## src/hdl/tscr_defines.svh

```systemverilog
// Offsets, field positions, reset values and timing counts of the temperature sensor control block.
`ifndef TSCR_DEFINES_SVH
`define TSCR_DEFINES_SVH

`define TSCR_SEL_RESULT 2'h0
`define TSCR_SEL_CONFIG 2'h1
`define TSCR_SEL_UPPER 2'h2
`define TSCR_SEL_LOWER 2'h3

`define TSCR_CFG_SHUTDOWN_BIT 7
`define TSCR_CFG_FILTER_BIT 6
`define TSCR_CFG_ALERT_DIS_BIT 5
`define TSCR_CFG_POLARITY_BIT 4
`define TSCR_CFG_ALERT_RST_BIT 3
`define TSCR_CFG_ONE_SHOT_BIT 2
`define TSCR_CFG_RESET 8'h40
`define TSCR_CFG_STORED_MASK 8'hF0
`define TSCR_CFG_REDUCED_MASK 8'hC0

`define TSCR_RESULT_RESET 10'h000
`define TSCR_LIMIT_RESET 8'h00
`define TSCR_POINTER_RESET 8'h00

`define TSCR_CLK_PERIOD_NS 25
`define TSCR_AUTO_PERIOD_MS 800
`define TSCR_WAKE_DELAY_NS 4000
`define TSCR_CONV_TIME_NS 25000
`define TSCR_AUTO_PERIOD_CYCLES (`TSCR_AUTO_PERIOD_MS * (1000000 / `TSCR_CLK_PERIOD_NS))
`define TSCR_WAKE_CYCLES ((`TSCR_WAKE_DELAY_NS + `TSCR_CLK_PERIOD_NS - 1) / `TSCR_CLK_PERIOD_NS)
`define TSCR_CONV_CYCLES ((`TSCR_CONV_TIME_NS + `TSCR_CLK_PERIOD_NS - 1) / `TSCR_CLK_PERIOD_NS)

`endif

```

## src/hdl/tscr_pkg.sv

```systemverilog
// Types shared by the temperature sensor control block.
package tscr_pkg;

    typedef enum logic [1:0] {
        ST_IDLE,
        ST_WAKE,
        ST_CONV
    } tscr_state_e;

    typedef struct packed {
        logic shutdown_bit;
        logic line_filter_on;
        logic alert_disable;
        logic alert_polarity;
        logic alert_reset;
        logic one_shot;
        logic [1:0] factory;
    } tscr_cfg_s;

    typedef struct packed {
        logic [7:0] upper_limit;
        logic [7:0] lower_limit;
    } tscr_limits_s;

endpackage

```

## src/hdl/tscr_alert.sv

```systemverilog
// Limit comparator and over-limit state of the temperature sensor.
`timescale 1ns/1ps
module tscr_alert (
    input wire logic clk_in,
    input wire logic rst_n_in,
    input wire logic conv_done_in,
    input wire logic [9:0] result_in,
    input wire tscr_pkg::tscr_limits_s limits_in,
    input wire logic clear_in,
    output logic alert_active_out
);

    // Limits are whole degrees; two zero LSBs bring them to quarter-degree units.
    wire logic signed [9:0] upper_scaled = {limits_in.upper_limit, 2'h0};
    wire logic signed [9:0] lower_scaled = {limits_in.lower_limit, 2'h0};
    wire logic signed [9:0] result_signed = result_in;
    wire logic above = conv_done_in && (result_signed > upper_scaled);
    wire logic below = conv_done_in && (result_signed < lower_scaled);
    logic active_q;

    // A new over-limit reading wins over a clear in the same cycle.
    always_ff @(posedge clk_in)
    begin
        if (!rst_n_in)
            active_q <= 1'b0;
        else if (above)
            active_q <= 1'b1;
        else if (below || clear_in)
            active_q <= 1'b0;
    end

    assign alert_active_out = active_q;
endmodule // tscr_alert

```

## src/hdl/tscr_top.sv

```systemverilog
// Temperature sensor control: conversion scheduler, pointer register set, over-limit output.
//
// Overview of operation
// - Automatic mode wakes the sensor every 800 ms to run one conversion.
// - Each wake-up waits 4 us power-up delay, then converts for 25 us.
// - Every finished conversion loads the result register for bus reads.
// - Writing one-shot bit as 1 starts one conversion after that write transaction.
// - One-shot holds the sample 4 us after stop; result loads 25 us later.
// - Reading above the upper limit activates the over-limit output when enabled.
// - Writing 1 to the over-limit reset bit deactivates the output.
// - Reading below the lower limit deactivates the over-limit output.
// - Reduced variant drops over-limit output and limit registers.
// - Results are 10-bit twos complement, one LSB is 0.25 degrees.
// - Full variant has four data registers selected through an address pointer.
// - Only the result register is read-only; the others accept writes.
// - First byte of every write goes to the pointer; later bytes to selected register.
// - Only the two low pointer bits select; master writes upper bits as zero (the bench also writes pointer FE).
// - Select 00 result, 01 configuration, 10 upper limit, 11 lower limit.
// - Configuration bits: shutdown 7, filter 6, alert disable 5, polarity 4, reset 3, one-shot 2.
// - Configuration resets with the filter bit set and all others clear.
// - Bit 7 set shuts down; bit 6 clear bypasses line filtering.
// - Bit 5 set disables over-limit output; bit 4 selects its active level.
// - Over-limit reset and one-shot bits act on write and read back zero.
// - One-shot while shut down powers up, converts once, then shuts down again.
`timescale 1ns/1ps
`include "tscr_defines.svh"
module tscr_top #(
    parameter bit FULL_VARIANT = 1'b1,
    parameter int unsigned AUTO_PERIOD_CYCLES = `TSCR_AUTO_PERIOD_CYCLES
) (
    input wire logic clk_in,
    input wire logic rst_n_in,
    input wire logic xfer_start_in,
    input wire logic xfer_stop_in,
    input wire logic wr_valid_in,
    input wire logic [7:0] wr_data_in,
    input wire logic rd_req_in,
    input wire logic [9:0] temp_code_in,
    output logic [7:0] rd_data_out,
    output logic rd_valid_out,
    output logic power_on_out,
    output logic sample_hold_out,
    output logic conv_done_out,
    output logic line_filter_on_out,
    output logic alert_out
);

    localparam logic [9:0] WAKE_LAST = 10'(`TSCR_WAKE_CYCLES - 1);
    localparam logic [9:0] CONV_LAST = 10'(`TSCR_CONV_CYCLES - 1);
    localparam logic [31:0] PERIOD_LAST = 32'(AUTO_PERIOD_CYCLES - 1);

    ////////////////////////////////////////////////////////////////////////////////
    // Register state.

    tscr_pkg::tscr_cfg_s cfg_q;
    tscr_pkg::tscr_limits_s limits_q;
    logic [7:0] pointer_q;
    logic [9:0] result_q;
    logic [9:0] sample_q;
    logic first_byte_q;
    logic second_read_q;
    logic os_written_q;
    logic os_req_q;
    tscr_pkg::tscr_state_e st_q;
    tscr_pkg::tscr_state_e st_d;
    logic [9:0] phase_q;
    logic [31:0] period_q;
    logic alert_active;

    ////////////////////////////////////////////////////////////////////////////////
    // Byte-level write decode.

    wire logic [1:0] sel = pointer_q[1:0];
    wire logic ptr_wr = wr_valid_in && first_byte_q;
    wire logic data_wr = wr_valid_in && !first_byte_q;
    wire logic cfg_wr = data_wr && (sel == `TSCR_SEL_CONFIG);
    wire logic upper_wr = data_wr && (sel == `TSCR_SEL_UPPER) && FULL_VARIANT;
    wire logic lower_wr = data_wr && (sel == `TSCR_SEL_LOWER) && FULL_VARIANT;
    wire logic alert_clear = cfg_wr && wr_data_in[`TSCR_CFG_ALERT_RST_BIT];
    wire logic one_shot_wr = cfg_wr && wr_data_in[`TSCR_CFG_ONE_SHOT_BIT];
    // Reset and one-shot bits are pulses, and factory bits are never stored.
    wire logic [7:0] cfg_mask = FULL_VARIANT ? `TSCR_CFG_STORED_MASK : `TSCR_CFG_REDUCED_MASK;
    wire logic [7:0] cfg_wdata = wr_data_in & cfg_mask;

    ////////////////////////////////////////////////////////////////////////////////
    // Conversion scheduler.

    wire logic idle = (st_q == tscr_pkg::ST_IDLE);
    wire logic auto_fire = !cfg_q.shutdown_bit && (period_q == PERIOD_LAST);
    wire logic wake_end = (st_q == tscr_pkg::ST_WAKE) && (phase_q == WAKE_LAST);
    wire logic conv_end = (st_q == tscr_pkg::ST_CONV) && (phase_q == CONV_LAST);
    wire logic launch = idle && (auto_fire || os_req_q);

    always_comb
    begin
        st_d = st_q;
        case (st_q)
            tscr_pkg::ST_IDLE:
                if (launch)
                    st_d = tscr_pkg::ST_WAKE;
            tscr_pkg::ST_WAKE:
                if (wake_end)
                    st_d = tscr_pkg::ST_CONV;
            tscr_pkg::ST_CONV:
                if (conv_end)
                    st_d = tscr_pkg::ST_IDLE;
            default:
                st_d = tscr_pkg::ST_IDLE;
        endcase
    end

    always_ff @(posedge clk_in)
    begin
        if (!rst_n_in)
        begin
            st_q <= tscr_pkg::ST_IDLE;
            phase_q <= 10'h000;
        end
        else
        begin
            st_q <= st_d;
            phase_q <= (st_d != st_q) ? 10'h000 : phase_q + 10'h001;
        end
    end

    // The countdown only runs out of shutdown; an expiry during a one-shot is dropped.
    always_ff @(posedge clk_in)
    begin
        if (!rst_n_in || cfg_q.shutdown_bit || auto_fire)
            period_q <= 32'h00000000;
        else
            period_q <= period_q + 32'h00000001;
    end

    // A one-shot request arms at the stop that ends its write; a stop wins over launch.
    always_ff @(posedge clk_in)
    begin
        if (!rst_n_in)
        begin
            os_written_q <= 1'b0;
            os_req_q <= 1'b0;
        end
        else
        begin
            if (xfer_stop_in)
                os_written_q <= 1'b0;
            else if (one_shot_wr)
                os_written_q <= 1'b1;
            if (xfer_stop_in && (os_written_q || one_shot_wr))
                os_req_q <= 1'b1;
            else if (launch)
                os_req_q <= 1'b0;
        end
    end

    // The front end's code is held at the end of the wake-up delay.
    always_ff @(posedge clk_in)
    begin
        if (!rst_n_in)
        begin
            sample_q <= `TSCR_RESULT_RESET;
            result_q <= `TSCR_RESULT_RESET;
        end
        else
        begin
            if (wake_end)
                sample_q <= temp_code_in;
            if (conv_end)
                result_q <= sample_q;
        end
    end

    ////////////////////////////////////////////////////////////////////////////////
    // Pointer and writable registers.

    always_ff @(posedge clk_in)
    begin
        if (!rst_n_in)
        begin
            pointer_q <= `TSCR_POINTER_RESET;
            first_byte_q <= 1'b1;
            cfg_q <= `TSCR_CFG_RESET;
            limits_q <= {`TSCR_LIMIT_RESET, `TSCR_LIMIT_RESET};
        end
        else
        begin
            if (xfer_start_in)
                first_byte_q <= 1'b1;
            else if (wr_valid_in)
                first_byte_q <= 1'b0;
            if (ptr_wr)
                pointer_q <= wr_data_in;
            if (cfg_wr)
                cfg_q <= cfg_wdata;
            if (upper_wr)
                limits_q.upper_limit <= wr_data_in;
            if (lower_wr)
                limits_q.lower_limit <= wr_data_in;
        end
    end

    ////////////////////////////////////////////////////////////////////////////////
    // Read path. The result takes two reads: high eight bits first, then the two LSBs.

    wire logic [7:0] result_byte = second_read_q ? {result_q[1:0], alert_active, 5'h00}
                                                 : result_q[9:2];
    wire logic [7:0] upper_rd = FULL_VARIANT ? limits_q.upper_limit : 8'h00;
    wire logic [7:0] lower_rd = FULL_VARIANT ? limits_q.lower_limit : 8'h00;
    wire logic [7:0] rd_mux = (sel == `TSCR_SEL_RESULT) ? result_byte :
                              (sel == `TSCR_SEL_CONFIG) ? cfg_q :
                              (sel == `TSCR_SEL_UPPER) ? upper_rd : lower_rd;

    always_ff @(posedge clk_in)
    begin
        if (!rst_n_in)
        begin
            second_read_q <= 1'b0;
            rd_data_out <= 8'h00;
            rd_valid_out <= 1'b0;
        end
        else
        begin
            if (xfer_start_in)
                second_read_q <= 1'b0;
            else if (rd_req_in)
                second_read_q <= !second_read_q;
            if (rd_req_in)
                rd_data_out <= rd_mux;
            rd_valid_out <= rd_req_in;
        end
    end

    ////////////////////////////////////////////////////////////////////////////////
    // Over-limit monitor and pin-facing outputs.

    generate
        if (FULL_VARIANT)
        begin : g_alert
            tscr_alert u_alert (
                .clk_in(clk_in),
                .rst_n_in(rst_n_in),
                .conv_done_in(conv_end),
                .result_in(sample_q),
                .limits_in(limits_q),
                .clear_in(alert_clear),
                .alert_active_out(alert_active)
            );
        end
        else
        begin : g_no_alert
            assign alert_active = 1'b0;
        end
    endgenerate

    wire logic alert_shown = alert_active && !cfg_q.alert_disable;

    // Power stays off in idle, so a one-shot in shutdown falls back to it by itself.
    always_ff @(posedge clk_in)
    begin
        if (!rst_n_in)
        begin
            power_on_out <= 1'b0;
            sample_hold_out <= 1'b0;
            conv_done_out <= 1'b0;
            alert_out <= 1'b1;
        end
        else
        begin
            power_on_out <= (st_d != tscr_pkg::ST_IDLE);
            sample_hold_out <= (st_d == tscr_pkg::ST_CONV);
            conv_done_out <= conv_end;
            alert_out <= alert_shown ? cfg_q.alert_polarity : !cfg_q.alert_polarity;
        end
    end

    assign line_filter_on_out = cfg_q.line_filter_on;
endmodule // tscr_top

```

## config.mk

```make
export PLATFORM = sky130hd
export DESIGN_NAME = tscr_top
export DESIGN_NICKNAME = d
export VERILOG_FILES = /design/src/hdl/tscr_pkg.sv /design/src/hdl/tscr_alert.sv /design/src/hdl/tscr_top.sv
export VERILOG_INCLUDE_DIRS = /design/src /design/src/hdl
export SDC_FILE = /design/constraint.sdc
export NUM_CORES = 1
export LEC_CHECK = 0
export BUFFER_PORTS_ARGS = -buffer_cell sky130_fd_sc_hd__buf_2
export CAP_MARGIN = 20
export CORE_MARGIN = 3
export CORE_UTILIZATION = 60
export DETAILED_ROUTE_END_ITERATION = 16
export PLACE_DENSITY = 0.9
export SKIP_LAST_GASP = 1
export SLEW_MARGIN = 20
export SYNTH_ARGS = -nofsm -noshare
export SYNTH_HDL_FRONTEND = slang
export SYNTH_SLANG_ARGS = --single-unit
```

## constraint.sdc

```tcl
create_clock -name clk_in -period 3.57 [get_ports clk_in]
set_input_delay 0.1785 -clock clk_in [delete_from_list [all_inputs] [get_ports clk_in]]
set_output_delay 0.1785 -clock clk_in [all_outputs]
set_load 0.05 [all_outputs]
```

==> reports/results.ini <==
[final_layout]
final_net_count=636
n_antenna_cell=0
drive_gt1_share_pct=11.3
utilization_pct=68.2
final_cells=702
syn_to_final_growth_pct=9.35

[timing]
hold_ws_ps=50.3
slew_headroom_pct=50.1
setup_viol=0
grt_setup_unrepaired=no
hold_viol=0
final_max_slew_viol_count=0
finClkSkew_ps=12.8
timing.final.crit_period_ps=2500
tns_ps=0
worstMarginPinSlew_ps=745
fmax_mhz=400
timing.final.ws_setup_ps=1070
finalCritPeriodShare_pct=69.9

[routing]
vias_per_cell=5.73
vias=4024
routedWlPerCell_um=14.6
drtIter0Drc=170
postRouteAntennaNets=0
route.detailed.drc=0
wirelength_um=10200
drt-pass1-iter-count=5

[synthesis]
synth_compound_area_share_pct=12.0
async_flop_share_pct=0
synth_edf_count=0
synth_cell_types=47
syn_area_per_cell_um2=8.56
synth_top_family_by_area=simple AND/OR/NAND/NOR gates
yosysSeqAreaShare_pct=43.0
synthAdderAreaFrac_pct=4.39
ys_ff_latch=104
synth-xor-area-share_pct=7.05
syn-cell-area_mm2=0.00484
synth-simple-area-share_pct=25.7
synth_top_area_cell=dfxtp_1
synthMuxAreaShare_pct=3.77
synth.most_common_cell=dfxtp_1
netlist_top_cells_count=104 x dfxtp_1, 102 x nand2_1, 57 x nor2_1
synthFlopType=dfxtp_1
ys_top_cells_by_area=dfxtp_1 43%, nand2_1 7.9%, a21boi_0 5.9%, nor2_1 4.4%, ha_1 4.4%
synth_top_area_share_pct=43.0
ys_warn_count=0
synth_fp_nets=607
netlist_instances=566

[power_and_ir_drop]
powerDensity_mw_per_mm2=380
p_leak_uw=0.00194
ir_drop_uv=247

[die]
die_h_um=95.8
die_w_um=95.8
start_util_pct=62.3
core_area_mm2=0.00777
rows=32
die-area_mm2=0.00918
pin_count=38

[global_routing]
track_usage_pct=23.6
grt_overflow=0
grt_pass1_vias=3875
grt_pass1_wl_um=17100
antenna_found_initial=0
grt_max_degree=65

[setup_path]
crit_path_max_fanout=21
cp-end-kind=flop
critPathKind=flop to flop
required_ps=3820
cp.arrival_ps=2750
cp-start-kind=flop

[placement]
place_worst_setup_slack_ps=1110
gp_congestion=0.890
dp.cells=684
hpwlAfterDp_um=7380
io_buffers=37

[cts]
cts_hold_buf=2
cts_setup_buffers=0
clk_latency_ps=370
cts_made_buffers=9
clk_pin_slew_ps=90
cts.repair.resized=0
clock_sinks=104
cts_root_buf=clkbuf_8
cts_tree=yes
htree_levels=3
cts_buffer_depth=2

[worst_hold_path]
hp-class=primary input to flop

[outcome]
status=finished, final reports clean

[job]
drv_cap=0

cell type report:
type | instances | area, um^2
clock buffers | 10 | 128
clock inverters | 6 | 60.1
fillers | 610 | 2470
inverters | 26 | 97.6
multi-input cells | 411 | 2560
flip-flops and latches | 104 | 2080
well taps | 102 | 128
repair buffers | 43 | 235
cells by family (layout without fill, tap and decap cells):
kind of cell,Yosys count,in the layout
flip-flops,104,104
adder cells (fa/ha/maj),17,17
AO/OA/AOI/OAI,80,80
multiplexers,14,14
AND/OR/NAND/NOR,261,261
buffers and inverters,51,85
XOR/XNOR,39,39
metal layers:
metal	global-route usage, %	vias up	wire [um]
met5	0	-	0
met4	13.5	0	359
met3	3.60	28	452
met2	41.1	105	5120
met1	27.4	1893	4300
li1	-	1998	-
path summary, 6_finish.rpt:
| path | startpoint | slack, ps | end | depth (start not counted) |
|---|---|---|---|---|
| worst min register to register | phase_q[0] | 450 | phase_q[0] | 1 |
| worst max-delay path | period_q[0] | 1070 | period_q[7] | 7 |
| worst max register to register | period_q[0] | 1070 | period_q[7] | 7 |
| worst min-delay path | temp_code_in[1] | 50 | sample_q[1] | 3 |
worst max-delay path: stages (launching register included):
cell and delay, ps:
dfxtp_1 370, ha_1 520, nand2_1 80, or4_1 470, nor3_1 140, nand2b_1 380
buf_4 320, nor2_1 80
state kept, by name (all words and copies together) (netlist names), 2 cells and up:
name         count
phase_q         10
rd_data_out      8
cfg_q            3
upper_rd         8
st_q             2
result_q        10
lower_rd         8
pointer_q        2
sample_q        10
period_q        32
metrics by stage:
step                      area (um^2)  total power [uW]
after floorplan                  4840              1290
after global placement           5090              1320
after detailed placement         5090              1330
after CTS                        5300              2030
after global routing             5300              2080
final                            5300              2010
layout by cell type, fill, tap and decap left out, types with 3 or more instances in the layout:
cell type,count
o211a_1,4
and3_1,4
mux4_2,3
xnor2_1,19
nand2b_1,6
mux2_2,4
buf_4,4
ha_1,17
nor4_1,12
and4_1,8
nand2_1,102
o21ai_0,10
o21a_1,3
nor2_1,57
clkbuf_8,9
clkinv_2,3
dfxtp_1,104
nand3_1,20
nand4_1,21
mux2i_1,7
a22oi_1,4
xor2_1,20
nor2b_1,9
or2_2,3
buf_2,37
and2_1,4
inv_1,26
a21boi_0,38
nor3_1,5
a21oi_1,8
power by group:
part           internal, uW  switching [uW]
combinational          42.4            67.3
sequential             1170            17.5
clock                   321             390
total                  1540             475
(Power assumes the default switching activity.)
